===== src/rtl/cache_clock_config_regs.svh =====
`ifndef CACHE_CLOCK_CONFIG_REGS_SVH
`define CACHE_CLOCK_CONFIG_REGS_SVH

// Register indices on the register port
`define ADDR_WIDTH          4
`define OFS_CACHE_SETUP     4'h4
`define OFS_POWERUP_SELECT  4'h5
`define OFS_BUS_CLOCK_SRC   4'h6
`define OFS_SLEEP_CONTROL   4'h8
`define OFS_UNCACHED_RANGE  4'h9

// Reset values
`define RST_CACHE_SETUP     8'h00
`define RST_POWERUP_SELECT  8'h00
`define RST_BUS_CLOCK_SRC   8'h00
`define RST_SLEEP_CONTROL   8'h00
`define RST_UNCACHED_RANGE  8'h00

// Writable bit masks, everything else reads zero except power-up bits 7-5 (straps)
`define MASK_CACHE_SETUP    8'hFF
`define MASK_POWERUP_SELECT 8'h0B
`define MASK_BUS_CLOCK_SRC  8'hFF
`define MASK_SLEEP_CONTROL  8'h0F
`define MASK_UNCACHED_RANGE 8'hF2

// Field positions
`define CACHE_POST_WRITE    7
`define CACHE_WRITE_0WAIT   6
`define CACHE_READ_1WAIT    5
`define CACHE_DRAM_BURST    4
`define CACHE_FILL_BURST    3
`define CACHE_LINE_HI       2
`define CACHE_LINE_LO       1
`define CACHE_ENABLE        0
`define PU_ROM_8BIT         7
`define PU_OLDER_CPU        6
`define PU_L1_WRITE_BACK    5
`define PU_UPPER_ROM_SYS    3
`define SRC_SEL_HI          4
`define SRC_SEL_LO          3
`define SLEEP_ENABLE        3
`define RANGE_BASE_512K     1

// Timing counts
`define STRAP_SETTLE_CYCLES 3'h4
`define CRYSTAL_HALF_COUNT  4'h2
// Alt half periods per delay tick or per bus clock half period, one nibble per code, code 0 lowest
`define DELAY_HALF_TABLE    32'h842253A6
`define BUS_ALT_HALF_TABLE  32'h4282356A
// Sleep divisors, one byte per code, code 0 lowest
`define SLEEP_DIV_TABLE     64'h1008040280402001

`endif


===== src/rtl/cache_clock_config_pkg.sv =====
package cache_clock_config_pkg;

	typedef enum logic [1:0] {LINE_32, LINE_64, LINE_128} line_size_type;

	typedef enum logic [2:0] {
		NC_NONE, NC_ABOVE_32M, NC_ABOVE_16M, NC_ABOVE_8M, NC_ABOVE_4M
	} nc_limit_type;

	typedef enum logic [1:0] {SRC_14M, SRC_24M, SRC_ALT} clk_src_type;

	typedef struct packed {
		logic          post_write_en;
		logic          page_write_zero_wait;
		logic          cache_read_one_wait;
		logic          dram_burst_en;
		logic          cache_fill_burst_en;
		line_size_type line_size;
		logic          cache_en;
	} cache_cfg_type;

	typedef struct packed {
		nc_limit_type nc_limit;
		logic         base_512k;
		logic         upper_rom_from_system_bus;
		logic [3:0]   refresh_div;
	} mem_cfg_type;

	typedef struct packed {
		logic rom_8bit;
		logic older_cpu_mode;
		logic l1_write_back;
	} strap_type;

endpackage


===== src/rtl/chipset_cache_clock_config.sv =====
`timescale 1ns/1ps
`include "cache_clock_config_regs.svh"
// Functional notes
// - Cache setup bit 7 enables posted memory writes; resets to zero.
// - Cache setup bit 6: page-hit uncached writes zero wait (1) or one wait.
// - Cache setup bit 5: cache reads one wait when set, zero when clear.
// - Cache setup bit 4 enables DRAM read bursts.
// - Cache setup bit 3 enables external cache burst fill of internal cache.
// - Cache setup bits 2-1: 00/10 line 32, 01 line 64, 11 line 128.
// - Cache setup bit 0 enables cache controller; off after reset.
// - Power-up bit 7 read-only: one for 8-bit boot ROM, zero 16-bit.
// - Power-up bit 6 read-only: one older processor mode, zero newer.
// - Power-up bit 5 read-only: zero write-through L1, one write-back L1.
// - Power-up bit 3 routes upper ROM reads from system data bus.
// - Power-up bits 1-0 slow refresh divisor 1,2,4,8; software sets them.
// - With external select set, bits 7-5 divide alt source for delay time.
// - Expansion bus clock runs at half the selected crystal frequency.
// - Bit 4 zero selects 14.318 MHz crystal; bits 4,3 one select 24 MHz.
// - Bit 4 one, bit 3 zero: bits 2-0 divide the alternate source.
// - Sleep bit 3 switches system clock to the divided bus clock.
// - Sleep bits 2-0 divide bus clock source by 1,32,64,128,2,4,8,16.
// - Range bits 7-4 mark addresses above 32/16/8/4Mb non-cacheable.
// - Range bit 1 selects 512K base memory, else 640K.
module chipset_cache_clock_config (
	// Clock and reset
	input  wire logic                                  core_clk,
	input  wire logic                                  rst_n,
	// Register port
	input  wire logic [`ADDR_WIDTH-1:0]                reg_addr,
	input  wire logic [7:0]                            reg_wdata,
	input  wire logic                                  reg_wr,
	input  wire logic                                  reg_rd,
	output logic      [7:0]                            reg_rdata_q,
	// Pins
	input  wire logic                                  crystal_14m_input,
	input  wire logic                                  crystal_24m_input,
	input  wire logic                                  alt_clock_source_input,
	input  wire logic                                  strap_rom_8bit,
	input  wire logic                                  strap_older_cpu_mode,
	input  wire logic                                  strap_l1_write_back,
	// Delay clock select from the neighbouring register
	input  wire logic                                  delay_clock_sel,
	// Decoded configuration
	output cache_clock_config_pkg::cache_cfg_type      cache_cfg_q,
	output cache_clock_config_pkg::mem_cfg_type        mem_cfg_q,
	output cache_clock_config_pkg::strap_type          strap_q,
	output cache_clock_config_pkg::clk_src_type        bus_src_sel_q,
	// Derived clocks and ticks
	output logic                                       bus_clk_q,
	output logic                                       sys_clock_q,
	output logic                                       delay_tick_q
);

	////////////////////////////////////////////////////////////////////////
	// Declarations

	localparam int PINS = 6;
	localparam int P14  = 0;
	localparam int P24  = 1;
	localparam int PALT = 2;
	typedef enum logic {STRAP_SETTLE, STRAP_HELD} strap_state_type;
	logic [7:0]      cache_q;
	logic [7:0]      pu_q;
	logic [7:0]      src_q;
	logic [7:0]      sleep_q;
	logic [7:0]      range_q;
	logic [PINS-1:0] pin_in;
	logic [PINS-1:0] sync1_q;
	logic [PINS-1:0] sync2_q;
	logic [PINS-1:0] sync3_q;
	logic [PINS-1:0] lvl_q;
	logic [PINS-1:0] half_edge;
	logic [PINS-1:0] settled;
	strap_state_type strap_state_q;
	logic [2:0]      settle_cnt_q;
	logic [3:0]      delay_cnt_q;
	logic [3:0]      delay_limit;
	logic [3:0]      bus_cnt_q;
	logic [3:0]      bus_limit;
	logic            bus_half;
	logic            bus_src_tick;
	logic [7:0]      sleep_cnt_q;
	logic [7:0]      sleep_div;
	logic            sleep_clk_q;
	logic [7:0]      read_mux;
	logic            wr_cache;
	logic            wr_pu;
	logic            wr_src;
	logic            wr_sleep;
	logic            wr_range;

	////////////////////////////////////////////////////////////////////////
	// Register writes

	assign wr_cache = reg_wr && reg_addr == `OFS_CACHE_SETUP;
	assign wr_pu    = reg_wr && reg_addr == `OFS_POWERUP_SELECT;
	assign wr_src   = reg_wr && reg_addr == `OFS_BUS_CLOCK_SRC;
	assign wr_sleep = reg_wr && reg_addr == `OFS_SLEEP_CONTROL;
	assign wr_range = reg_wr && reg_addr == `OFS_UNCACHED_RANGE;

	always_ff @(posedge core_clk or negedge rst_n) begin
		if (!rst_n) begin
			cache_q <= `RST_CACHE_SETUP;
		end else if (wr_cache) begin
			cache_q <= reg_wdata & `MASK_CACHE_SETUP;
		end
	end

	// Strap bits are not stored here, reserved bits masked
	always_ff @(posedge core_clk or negedge rst_n) begin
		if (!rst_n) begin
			pu_q <= `RST_POWERUP_SELECT;
		end else if (wr_pu) begin
			pu_q <= reg_wdata & `MASK_POWERUP_SELECT;
		end
	end

	always_ff @(posedge core_clk or negedge rst_n) begin
		if (!rst_n) begin
			src_q <= `RST_BUS_CLOCK_SRC;
		end else if (wr_src) begin
			src_q <= reg_wdata & `MASK_BUS_CLOCK_SRC;
		end
	end

	always_ff @(posedge core_clk or negedge rst_n) begin
		if (!rst_n) begin
			sleep_q <= `RST_SLEEP_CONTROL;
		end else if (wr_sleep) begin
			sleep_q <= reg_wdata & `MASK_SLEEP_CONTROL;
		end
	end

	always_ff @(posedge core_clk or negedge rst_n) begin
		if (!rst_n) begin
			range_q <= `RST_UNCACHED_RANGE;
		end else if (wr_range) begin
			range_q <= reg_wdata & `MASK_UNCACHED_RANGE;
		end
	end

	////////////////////////////////////////////////////////////////////////
	// Register reads, data one cycle after the strobe

	always_comb begin
		case (reg_addr)
			`OFS_CACHE_SETUP:    read_mux = cache_q;
			`OFS_POWERUP_SELECT: read_mux = pu_q | {strap_q, 5'h00};
			`OFS_BUS_CLOCK_SRC:  read_mux = src_q;
			`OFS_SLEEP_CONTROL:  read_mux = sleep_q;
			`OFS_UNCACHED_RANGE: read_mux = range_q;
			default:             read_mux = 8'h00;
		endcase
	end

	always_ff @(posedge core_clk or negedge rst_n) begin
		if (!rst_n) begin
			reg_rdata_q <= 8'h00;
		end else if (reg_rd) begin
			reg_rdata_q <= read_mux;
		end else begin
			reg_rdata_q <= 8'h00;
		end
	end

	////////////////////////////////////////////////////////////////////////
	// Pin synchronisers and half-period edge detection

	assign pin_in = {strap_rom_8bit, strap_older_cpu_mode, strap_l1_write_back,
		alt_clock_source_input, crystal_24m_input, crystal_14m_input};

	genvar gi;
	generate
		for (gi = 0; gi < PINS; gi++) begin : g_sync
			always_ff @(posedge core_clk or negedge rst_n) begin
				if (!rst_n) begin
					sync1_q[gi] <= 1'b0;
					sync2_q[gi] <= 1'b0;
					sync3_q[gi] <= 1'b0;
					lvl_q[gi]   <= 1'b0;
				end else begin
					sync1_q[gi] <= pin_in[gi];
					sync2_q[gi] <= sync1_q[gi];
					sync3_q[gi] <= sync2_q[gi];
					if (settled[gi]) begin
						lvl_q[gi] <= sync3_q[gi];
					end
				end
			end
			assign settled[gi]   = sync2_q[gi] == sync3_q[gi];
			assign half_edge[gi] = settled[gi] && sync3_q[gi] != lvl_q[gi];
		end
	endgenerate

	////////////////////////////////////////////////////////////////////////
	// Strap capture after reset release, held until next reset

	always_ff @(posedge core_clk or negedge rst_n) begin
		if (!rst_n) begin
			strap_state_q <= STRAP_SETTLE;
			settle_cnt_q  <= 3'h0;
			strap_q       <= '0;
		end else begin
			case (strap_state_q)
				STRAP_SETTLE: begin
					if (settle_cnt_q == `STRAP_SETTLE_CYCLES) begin
						strap_q       <= lvl_q[5:3];
						strap_state_q <= STRAP_HELD;
					end else begin
						settle_cnt_q <= settle_cnt_q + 3'h1;
					end
				end
				STRAP_HELD: strap_q <= strap_q;
				default: strap_state_q <= STRAP_SETTLE;
			endcase
		end
	end

	////////////////////////////////////////////////////////////////////////
	// Decoded configuration outputs

	always_ff @(posedge core_clk or negedge rst_n) begin
		if (!rst_n) begin
			cache_cfg_q <= '0;
		end else begin
			cache_cfg_q.post_write_en        <= cache_q[`CACHE_POST_WRITE];
			cache_cfg_q.page_write_zero_wait <= cache_q[`CACHE_WRITE_0WAIT];
			cache_cfg_q.cache_read_one_wait  <= cache_q[`CACHE_READ_1WAIT];
			cache_cfg_q.dram_burst_en        <= cache_q[`CACHE_DRAM_BURST];
			cache_cfg_q.cache_fill_burst_en  <= cache_q[`CACHE_FILL_BURST];
			cache_cfg_q.cache_en             <= cache_q[`CACHE_ENABLE];
			case (cache_q[`CACHE_LINE_HI:`CACHE_LINE_LO])
				2'h1:    cache_cfg_q.line_size <= cache_clock_config_pkg::LINE_64;
				2'h3:    cache_cfg_q.line_size <= cache_clock_config_pkg::LINE_128;
				default: cache_cfg_q.line_size <= cache_clock_config_pkg::LINE_32;
			endcase
		end
	end

	always_ff @(posedge core_clk or negedge rst_n) begin
		if (!rst_n) begin
			mem_cfg_q <= '0;
		end else begin
			mem_cfg_q.upper_rom_from_system_bus <= pu_q[`PU_UPPER_ROM_SYS];
			mem_cfg_q.refresh_div <= 4'h1 << pu_q[1:0];
			mem_cfg_q.base_512k   <= range_q[`RANGE_BASE_512K];
			case (range_q[7:4])
				4'h8:    mem_cfg_q.nc_limit <= cache_clock_config_pkg::NC_ABOVE_32M;
				4'hC:    mem_cfg_q.nc_limit <= cache_clock_config_pkg::NC_ABOVE_16M;
				4'hE:    mem_cfg_q.nc_limit <= cache_clock_config_pkg::NC_ABOVE_8M;
				4'hF:    mem_cfg_q.nc_limit <= cache_clock_config_pkg::NC_ABOVE_4M;
				default: mem_cfg_q.nc_limit <= cache_clock_config_pkg::NC_NONE;
			endcase
		end
	end

	always_ff @(posedge core_clk or negedge rst_n) begin
		if (!rst_n) begin
			bus_src_sel_q <= cache_clock_config_pkg::SRC_14M;
		end else if (!src_q[`SRC_SEL_HI]) begin
			bus_src_sel_q <= cache_clock_config_pkg::SRC_14M;
		end else if (src_q[`SRC_SEL_LO]) begin
			bus_src_sel_q <= cache_clock_config_pkg::SRC_24M;
		end else begin
			bus_src_sel_q <= cache_clock_config_pkg::SRC_ALT;
		end
	end

	////////////////////////////////////////////////////////////////////////
	// Digital delay tick from the alternate source

	assign delay_limit = 4'(`DELAY_HALF_TABLE >> {src_q[7:5], 2'h0});
	always_ff @(posedge core_clk or negedge rst_n) begin
		if (!rst_n) begin
			delay_cnt_q  <= 4'h0;
			delay_tick_q <= 1'b0;
		end else begin
			delay_tick_q <= 1'b0;
			if (!delay_clock_sel) begin
				delay_cnt_q <= 4'h0;
			end else if (half_edge[PALT]) begin
				if (delay_cnt_q >= delay_limit - 4'h1) begin
					delay_cnt_q  <= 4'h0;
					delay_tick_q <= 1'b1;
				end else begin
					delay_cnt_q <= delay_cnt_q + 4'h1;
				end
			end
		end
	end

	////////////////////////////////////////////////////////////////////////
	// Expansion bus source divider and bus clock

	always_comb begin
		case (bus_src_sel_q)
			cache_clock_config_pkg::SRC_24M: begin
				bus_half  = half_edge[P24];
				bus_limit = `CRYSTAL_HALF_COUNT;
			end
			cache_clock_config_pkg::SRC_ALT: begin
				bus_half  = half_edge[PALT];
				bus_limit = 4'(`BUS_ALT_HALF_TABLE >> {src_q[2:0], 2'h0});
			end
			default: begin
				bus_half  = half_edge[P14];
				bus_limit = `CRYSTAL_HALF_COUNT;
			end
		endcase
	end
	assign bus_src_tick = bus_half && bus_cnt_q >= bus_limit - 4'h1;
	always_ff @(posedge core_clk or negedge rst_n) begin
		if (!rst_n) begin
			bus_cnt_q <= 4'h0;
			bus_clk_q <= 1'b0;
		end else if (bus_half) begin
			if (bus_src_tick) begin
				bus_cnt_q <= 4'h0;
				bus_clk_q <= ~bus_clk_q;
			end else begin
				bus_cnt_q <= bus_cnt_q + 4'h1;
			end
		end
	end

	////////////////////////////////////////////////////////////////////////
	// Sleep divider and system clock switch

	assign sleep_div = 8'(`SLEEP_DIV_TABLE >> {sleep_q[2:0], 3'h0});
	always_ff @(posedge core_clk or negedge rst_n) begin
		if (!rst_n) begin
			sleep_cnt_q <= 8'h00;
			sleep_clk_q <= 1'b0;
		end else if (bus_src_tick) begin
			if (sleep_cnt_q >= sleep_div - 8'h01) begin
				sleep_cnt_q <= 8'h00;
				sleep_clk_q <= ~sleep_clk_q;
			end else begin
				sleep_cnt_q <= sleep_cnt_q + 8'h01;
			end
		end
	end

	always_ff @(posedge core_clk or negedge rst_n) begin
		if (!rst_n) begin
			sys_clock_q <= 1'b0;
		end else if (sleep_q[`SLEEP_ENABLE]) begin
			sys_clock_q <= sleep_clk_q;
		end else begin
			sys_clock_q <= lvl_q[PALT];
		end
	end
endmodule


===== config.mk =====
export PLATFORM = sky130hd
export DESIGN_NAME = chipset_cache_clock_config
export DESIGN_NICKNAME = d
export VERILOG_FILES = /design/src/rtl/cache_clock_config_pkg.sv /design/src/rtl/chipset_cache_clock_config.sv
export VERILOG_INCLUDE_DIRS = /design/src /design/src/rtl
export SDC_FILE = /design/constraint.sdc
export NUM_CORES = 1
export LEC_CHECK = 0
export BUFFER_PORTS_ARGS = -buffer_cell sky130_fd_sc_hd__buf_2
export CAP_MARGIN = 20
export CORE_MARGIN = 4
export CORE_UTILIZATION = 45
export CTS_BUF_LIST = sky130_fd_sc_hd__clkbuf_8
export DETAILED_ROUTE_END_ITERATION = 16
export GPL_ROUTABILITY_DRIVEN = 0
export RECOVER_POWER = 25
export SLEW_MARGIN = 20
export SYNTH_ARGS = -nofsm -noshare
export SYNTH_HDL_FRONTEND = slang
export SYNTH_SLANG_ARGS = --single-unit

===== constraint.sdc =====
create_clock -name core_clk -period 4.18 [get_ports core_clk]
set_input_delay 0.418 -clock core_clk [delete_from_list [all_inputs] [get_ports core_clk]]
set_output_delay 0.418 -clock core_clk [all_outputs]
set_load 0.01 [all_outputs]

==> run metrics, run 1 <==
status finished with violations; violated checks max-capacitance violations, max-slew violations; Final Hold Vio Count 0; critical path arrival 3.22 ns; clk_lat worst skew about 0.37 ns; H-tree depth 3; Vias per Instance around 5.3; CP startpoint kind flip-flop; highest routed layer met4; most frequent cells after synthesis dfrtp_1, ha_1, mux2_2; filler cell count between 900 and 1,000; hold path cells 1; adder-cell share of the synthesized area 0.09880; clk_skew between 0.01 and 0.015 ns; CTS tree done; Peak VDD IR about 0.25 mV; Die X-Extent ~110 um; IO Pins 56; Met2 Wirelength ~4300 um; post-CTS sizing 0; # hold bufs at CTS 0; Remaining DRCs 0; clock power share 0.238; critical path buffer and inverter count 1; Worst EP required approximately 4.5 ns; post-synthesis compound-gate area fraction 0.1047; Row Count 37; reg2reg path depth 12; Tcrit/Tclk final 0.7042; WS Path Type flip-flop to flip-flop; first-pass GRT wire length ~16,000 um; die area between 10,000 and 15,000 um^2; flop and latch count out of synthesis 106; Fin Setup TNS 0 ns; Vias about 3,300; EDFF count, synth 0; clk sink count approximately 110; ANT nets after route 0; multi-input logic area about 2100 um^2; max incr delay on CP approximately 0.48 ns; Psw ~1.0 mW; Reg area roughly 2700 um^2; Post-CTS Setup Bufs 0; Synth warnings 0; largest fanout on the critical path 8; DR pass1 iterations 4; Critical Path, Cell by Cell inv_1, ha_1, mux2_2, nand2_1, o211ai_1, xnor2_1, ha_1, o21a_1, nor2_1, a21oi_1, o211ai_1, a22o_1; number of max-cap violations 1; core area 10,460 um^2; main combinational cell family by area after synthesis simple AND/OR/NAND/NOR gates; Crit-path slowest cell dfrtp_1; fin nets 532; post-synth cell types 54; vias in the first global route 3,226; DP Worst Slack about 1.2 ns; WL per Instance between 15 and 20 um; clk buf depth 2; Clock transition at path regs roughly 0.12 ns; Post-Syn Area per Cell between 10 and 15 um^2; count leader, synth dfrtp_1; endpoints failing setup 0; worst path setup slack after routing approximately 1.2 ns; Hold WC Path Type input pin to flip-flop; Crit path max-delay family compound AO/OA/AOI/OAI gates; Die Y approximately 110 um; Iter 0 DRT Violations ~220; Post-Synth Simple-Gate Area 0.1299; slew margin rel. -0.07637; final worst path period need around 2.9 ns; mux contribution to synthesized area 0.08174; WL final between 9000 and 10,000 um; gr ovfl total 0; share of power burned in combinational logic 0.280; Cell Area, Synth ~4900 um^2; Yosys top cell by area dfrtp_1; cts bufs inserted 9; Synth area leaders dfrtp_1, ha_1, mux2_2; Post-Syn Instances between 400 and 500; CP Depth 12; Syn Nets about 480; post-synthesis xor/xnor area fraction 0.01961; number of port buffers 55; Synth Flop Type dfrtp_1; Max Clk Rate 339.7 MHz; unrepaired setup endpoints after global routing no; fin util 0.5292; CP endpoint kind flip-flop; layout cells sized above 1 0.2354; R2R Setup Slk between 1 and 1.5 ns; initial antenna violation count 0; initial core utilization 0.4696; top-area cell type share of the netlist area 0.5399; antenna cells 0; P_int approximately 1.8 mW; Detail Placement HPWL 7024 um; final count of pins violating max slew 67; largest net degree at the start of global routing 67; asr flop ratio synth 1.000; area growth from synthesis to layout 12.68%; worst slew pin tran 1.615 ns; leakage power 2.558 nW; Total GRT Usage 0.1580; Seq/Total Area, Yosys 0.5399; PD cells about 510 nW/um^2; power share of the sequential group 0.482; DRT met1 WL approximately 4600 um; Met3 Wirelength 457 um; clock root buffer clkbuf_8; Sw Share 0.3621
[cells by family (layout without fill, tap and decap cells)]
kind of cell | Yosys count | count (layout)
AO/OA/AOI/OAI | 76 | 76
AND/OR/NAND/NOR | 121 | 121
other | 1 | 1
XOR/XNOR | 11 | 11
buffers and inverters | 28 | 89
flip-flops | 106 | 106
multiplexers | 36 | 36
adder cells (fa/ha/maj) | 40 | 40
[through the flow]
stage / hold slack (ns) / instance area (um^2) / instances / power, mW
6_report: 0.1349 / 5537 / 616 / 2.809
5_1_grt: 0.1006 / 5537 / 616 / 3.023
4_1_cts: 0.1113 / 5539 / 616 / 2.851
3_5_place_dp: 0.3347 / 5311 / 600 / 2.173
3_3_place_gp: 0.3331 / 5311 / 600 / 2.145
2_1_floorplan: 0.1224 / 4913 / 419 / 1.949
[registers in the layout (all words and copies together), names as in the netlist, 2 cells and up]
signal / cells
sync1_q: 6
mem_cfg_q: 9
delay_cnt_q: 4
sync2_q: 6
cache_cfg_q: 8
strap_q: 3
sleep_q: 4
cache_q: 8
sleep_cnt_q: 8
pu_q: 3
lvl_q: 6
bus_cnt_q: 4
settle_cnt_q: 3
bus_src_sel_q: 2
sync3_q: 6
src_q: 8
reg_rdata_q: 8
range_q: 5
[power by group through the flow]
stage / Combinational (mW) / Clock, mW / Sequential (mW)
CTS: 0.803 / 0.695 / 1.35
global route: 0.909 / 0.729 / 1.38
global placement: 0.777 / 0 / 1.37
detailed placement: 0.802 / 0 / 1.37
floorplan: 0.605 / 0 / 1.34
finish: 0.788 / 0.668 / 1.35
[cells in the final DEF (no fill, tap or decap), types with 5 or more instances in the layout]
master	count
nor2b_1	11
dfrtp_1	106
inv_1	17
o211ai_1	5
mux2_2	33
maj3_1	6
o21ai_0	21
nand3_1	14
buf_2	54
a21oi_1	11
nand2_1	27
nor2_1	25
xnor2_1	7
clkbuf_8	9
nand2b_1	11
ha_1	34
a22oi_1	6
clkinv_8	5
a211oi_1	5
[final cells by class]
class,count,area share
multi-input cells,285,0.3864
inverters,17,0.01153
clock inverters,7,0.01876
flip-flops and latches,106,0.4791
well taps,136,0.03073
repair buffers,56,0.05107
clock buffers,9,0.02237
[worst paths after layout]
check	startpoint	end
hold reg to reg	sync1_q[5]$_DFF_PN0_	sync2_q[5]$_DFF_PN0_
setup / recovery	src_q[1]$_DFFE_PN0P_	sleep_cnt_q[7]$_DFFE_PN0P_
min in group asynchronous	rst_n	lvl_q[0]$_DFFE_PN0N_
max in group asynchronous	rst_n	src_q[0]$_DFFE_PN0P_
setup reg to reg	src_q[1]$_DFFE_PN0P_	sleep_cnt_q[7]$_DFFE_PN0P_
hold / removal	strap_rom_8bit	sync1_q[5]$_DFF_PN0_
[routing by layer]
| layer | vias up | global-route usage |
|---|---|---|
| li1 | 1596 | - |
| met4 | 0 | 0.04567 |
| met2 | 66 | 0.2376 |
| met5 | - | 0 |
| met3 | 12 | 0.04313 |
| met1 | 1586 | 0.2252 |
No activity file was read; power rests on OpenSTA's default activity.
==> inputs of run 2 (changes only) <==
Clock period 4.18 ns to 2.8 ns, I/O delays scaled along.
==> run 2 against run 1 <==
The flow now finishes without violations. Combinational power up 81%. Core utilization up 2.2 points. Final cell count up 3.4%. Worst hold slack better by 0.024 ns. Clock skew about the same.
==> run metrics, run 2 (synthesis results as in run 1) <==
vias in the first global route 3,326; core area 10,460 um^2; CP endpoint kind flip-flop; WHS Endpoint src_q[6]$_DFFE_PN0P_; multi-input logic area between 2000 and 2500 um^2; final count of pins violating max slew 0; Iter 0 DRT Violations around 240; hold path cells 3; Hold Crit Start reg_wdata[6]; Die X-Extent 112.5 um; Worst EP required 3.07 ns; clk sink count roughly 110; Max Clk Rate 378.0 MHz; Die Y 112.5 um; fin util 0.5511; Clock transition at path regs roughly 0.10 ns; most frequent cells in the layout dfrtp_1, buf_2, mux2_2, ha_1, nand2_1; Total GRT Usage 0.1600; placed cell count 610; Post-DP Area roughly 5400 um^2; critical path arrival just under 3 ns; Peak VDD IR ~0.39 mV; number of port buffers 55; clk_skew between 0.01 and 0.015 ns; Remaining DRCs 0; IO Pins 56; DR pass1 iterations 4; H-tree depth 3; worst slew pin tran approximately 1.4 ns; clk buf depth 2; number of max-cap violations 0; final worst path period need approximately 2.6 ns; reg2reg path depth 12; worst r2r dst sleep_cnt_q[5]$_DFFE_PN0P_; unrepaired setup endpoints after global routing yes; largest net degree at the start of global routing just under 60; WL final about 9900 um; Vias about 3,300; filler cell count ~950; first-pass GRT wire length 16,300 um; Hold WC Path Type input pin to flip-flop; Largest register FFs 9; cts bufs inserted 9; Finished Cell Area a little under 6000 um^2; Reg area around 2700 um^2; leakage power between 2 and 3 nW; initial core utilization 0.4696; Vias per Instance ~5.2; CTS tree done; status complete, no violations; Tcrit/Tclk final 0.9448; Row Count 37; antenna cells 0; clk_lat worst skew about 0.38 ns; Top reg by flops mem_cfg_q; gr ovfl total 0; r2r startpoint src_q[0]$_DFFE_PN0P_; WL per Instance ~15 um; layout cells sized above 1 0.2735; clock root buffer clkbuf_8; CP startpoint kind flip-flop; most common library cell in the layout ignoring fill and taps dfrtp_1; R2R Setup Slk about 0.15 ns; area growth from synthesis to layout 17.34%; die area between 10,000 and 15,000 um^2; endpoints failing setup 0; fin cells between 600 and 700; WS Path Type flip-flop to flip-flop; initial antenna violation count 0; Final Hold Vio Count 0; slew margin rel. 0.07514; Fin Setup TNS 0 ns; Final Power ~4.4 mW; fin nets between 500 and 600; Detail Placement HPWL 7197 um; ANT nets after route 0; PD cells roughly 760 nW/um^2; largest fanout on the critical path 5
[run 2: power breakdown]
group / switching (mW) / internal [mW] / leakage (nW) / total (mW)
combinational: 0.754 / 0.671 / 1.23 / 1.43
clock: 0.605 / 0.366 / 0.107 / 0.971
sequential: 0.224 / 1.78 / 1.32 / 2.01
total: 1.58 / 2.82 / 2.66 / 4.40
[run 2: routing by layer]
layer | vias to the layer above | track usage | wire [um]
met5 | - | 0 | 0
met4 | 0 | 0.05369 | 187
met3 | 15 | 0.04420 | 512
met2 | 74 | 0.2483 | 4537
met1 | 1616 | 0.2176 | 4616
li1 | 1631 | - | -
[run 2: area by class of cell]
type | count | area share
Sequential cell | 106 | 0.4601
Multi-Input combinational cell | 286 | 0.3835
Inverter | 17 | 0.01107
Clock inverter | 7 | 0.01628
Tap cell | 136 | 0.02951
Clock buffer | 9 | 0.02148
Timing Repair Buffer | 76 | 0.07812
[run 2: worst max-delay path: stages (launching register included)]
cell	delay, ns
dfrtp_1	0.42
inv_2	0.07
ha_1	0.28
mux2_2	0.26
nand2_1	0.12
o211ai_1	0.11
xnor2_1	0.14
ha_1	0.27
o21a_1	0.12
nor2_2	0.05
a21o_4	0.21
a211o_1	0.26
a22o_1	0.22
[run 2: worst max-delay path by stage]
stage                     slack [ns]                    from                          to  cells past startpoint
after floorplan                 0.05  sleep_q[2]$_DFFE_PN0P_  sleep_cnt_q[5]$_DFFE_PN0P_                     10
after global placement          0.15  sleep_q[2]$_DFFE_PN0P_  sleep_cnt_q[5]$_DFFE_PN0P_                      9
after detailed placement        0.01  sleep_q[2]$_DFFE_PN0P_  sleep_cnt_q[5]$_DFFE_PN0P_                      9
after CTS                       0.05  sleep_q[2]$_DFFE_PN0P_  sleep_cnt_q[5]$_DFFE_PN0P_                      9
after global routing           -0.04    src_q[1]$_DFFE_PN0P_  sleep_cnt_q[7]$_DFFE_PN0P_                     14
final                           0.15    src_q[0]$_DFFE_PN0P_  sleep_cnt_q[5]$_DFFE_PN0P_                     12
[run 2: what timing repair did]
| action | in CTS | in global routing |
|---|---|---|
| gates resized for setup | 1 | 15 |
| cloned | 0 | 1 |
| endpoints found under the setup margin | 4 | 13 |
| hold endpoints to repair | 60 | 0 |
| setup buffers | 0 | 3 |
| pin swaps | 0 | 6 |
| hold buffers | 7 | 0 |
[run 2: stage by stage]
stage | setup slack, ns | hold WS, ns
3_5_place_dp | 0.01498 | 0.3371
4_1_cts | 0.05407 | 0.1403
6_report | 0.1545 | 0.1588
5_1_grt | -0.04253 | 0.1500
3_3_place_gp | 0.1506 | 0.3336
2_1_floorplan | 0.05070 | -0.01559
==> inputs of run 3 (changes only) <==
Settings changed: CORE_ASPECT_RATIO set to 1.2.
==> run 3 against run 2 <==
Sequential share of layout area grew 0.31 points. Clock power fell by 4.9%. Largest cell class unchanged. Power down 0.30%. The flow now finishes with violations (max-capacitance violations, max-slew violations). Design area down 0.63%.
==> run metrics, run 3 (synthesis results as in run 1) <==
Crit-path slowest cell or3_4; IO Pins 56; critical path arrival around 3 ns; final count of pins violating max slew 27; largest net degree at the start of global routing between 80 and 90; Iter 0 DRT Violations 129; number of port buffers 55; core area roughly 11,000 um^2; slew margin rel. -0.01884; antenna cells 0; Row Count 41; Die Y between 100 and 150 um; Vias per Instance 5.317; status finished with violations; layout cells sized above 1 0.2751; clk_skew around 0.009 ns; area growth from synthesis to layout 16.60%; clk buf depth 2; Largest register FFs 9; WL final 9699 um; clock power share 0.210; filler cell count between 900 and 1,000; most frequent cells in the layout dfrtp_1, buf_2, mux2_2, ha_1, nand2_1; Sw Share 0.3537; Critical Path, Cell by Cell or3_4, ha_4, xnor2_2, ha_1, a211oi_2, o21ai_1, a211o_1, nor3_4, a22o_1; endpoints failing setup 0; share of power burned in combinational logic 0.333; ANT nets after route 0; WS Path Type flip-flop to flip-flop; CP startpoint kind flip-flop; Finished Cell Area around 5700 um^2; max incr delay on CP 0.41 ns; clock root buffer clkbuf_8; Max Clk Rate about 380 MHz; first-pass GRT wire length between 15,000 and 20,000 um; WL per Instance ~15 um; worst slew pin tran 1.528 ns; Hold WC Path Type input pin to flip-flop; Worst EP required 3.11 ns; die area ~13,000 um^2; power share of the sequential group 0.457; largest fanout on the critical path 5; clk_lat worst skew between 0.3 and 0.4 ns; number of max-cap violations 1; Crit path max-delay family compound AO/OA/AOI/OAI gates; most common library cell in the layout ignoring fill and taps dfrtp_1; Final Hold Vio Count 0; CTS tree done; Post-DP Area around 5400 um^2; H-tree depth 3; Die X-Extent roughly 100 um; clk sink count around 110; fin nets 550; vias in the first global route about 3,400; Detail Placement HPWL between 6000 and 7000 um; critical path buffer and inverter count 0; P_int ~2.8 mW; initial antenna violation count 0; PD cells ~770 nW/um^2; worst path setup slack after routing roughly 0.16 ns; leakage power between 2 and 3 nW; CP endpoint kind flip-flop; violated checks max-capacitance violations, max-slew violations; Top reg by flops mem_cfg_q; DP Worst Slack roughly 0.029 ns; initial core utilization 0.4627; Remaining DRCs 0; hold_ws roughly 0.15 ns; DR pass1 iterations 4; gr ovfl total 0; final worst path period need between 2 and 3 ns; Tcrit/Tclk final 0.9423; cts bufs inserted 9; fin util 0.5395; Vias between 3,000 and 4,000; Total GRT Usage 0.1642; Psw around 1.6 mW; Clock transition at path regs between 0.1 and 0.15 ns; Peak VDD IR around 0.37 mV
## run 3: repair_timing
item | CTS | global route
hold endpoints to repair | 32 | 0
setup buffers | 0 | 4
hold buffers | 7 | 0
endpoints found under the setup margin | 0 | 13
resized for setup | 0 | 21
## run 3: through the flow
step | setup TNS [ns] | instances | total power [mW]
detailed placement | 0 | 600 | 3.317
finish | 0 | 627 | 4.388
global route | -0.02896 | 627 | 4.728
CTS | 0 | 623 | 4.259
floorplan | 0 | 419 | 2.910
global placement | 0 | 600 | 3.275
## run 3: worst register-to-register path, stage by stage (launching register included)
cell and delay (ns):
dfrtp_1 0.40, or3_4 0.41, ha_4 0.19, xnor2_2 0.13, ha_1 0.32, a211oi_2 0.21
o21ai_1 0.11, a211o_1 0.36, nor3_4 0.30, a22o_1 0.17
## run 3: cell type report
cell class | count | area, um^2 | share of cell area
Clock inverter | 7 | 75.07 | 0.01310
Tap cell | 129 | 161.4 | 0.02817
Inverter | 17 | 63.81 | 0.01114
Clock buffer | 9 | 123.9 | 0.02162
Sequential cell | 106 | 2654 | 0.4632
Multi-Input combinational cell | 285 | 2201 | 0.3841
Timing Repair Buffer | 74 | 450.4 | 0.07862
## run 3: path summary, 6_finish.rpt
kind / depth (start not counted) / end / slack (ns) / start
max: 9 / sleep_cnt_q[7]$_DFFE_PN0P_ / 0.16 / sleep_q[2]$_DFFE_PN0P_
min: 3 / src_q[5]$_DFFE_PN0P_ / 0.15 / reg_wdata[5]
max reg2reg: 9 / sleep_cnt_q[7]$_DFFE_PN0P_ / 0.16 / sleep_q[2]$_DFFE_PN0P_
min reg2reg: 0 / sync2_q[1]$_DFF_PN0_ / 0.36 / sync1_q[1]$_DFF_PN0_
max in group asynchronous: 3 / src_q[1]$_DFFE_PN0P_ / 0.88 / rst_n
min in group asynchronous: 2 / cache_cfg_q[2]$_DFF_PN0_ / 0.81 / rst_n
## run 3: metal layers
layer / vias up / global-route usage / part of all wire
met5: - / 0 / 0
met4: 0 / 0.05668 / 0.016
met3: 15 / 0.03923 / 0.043
met2: 61 / 0.2659 / 0.49
met1: 1622 / 0.2146 / 0.45
li1: 1636 / - / -
## run 3: power groups by stage
stage | clock network (mW) | logic (mW) | registers (mW)
finish | 0.923 | 1.46 | 2.00
global route | 1.03 | 1.66 | 2.05
CTS | 0.956 | 1.30 | 2.01
detailed placement | 0 | 1.28 | 2.03
global placement | 0 | 1.25 | 2.03
floorplan | 0 | 0.903 | 2.01
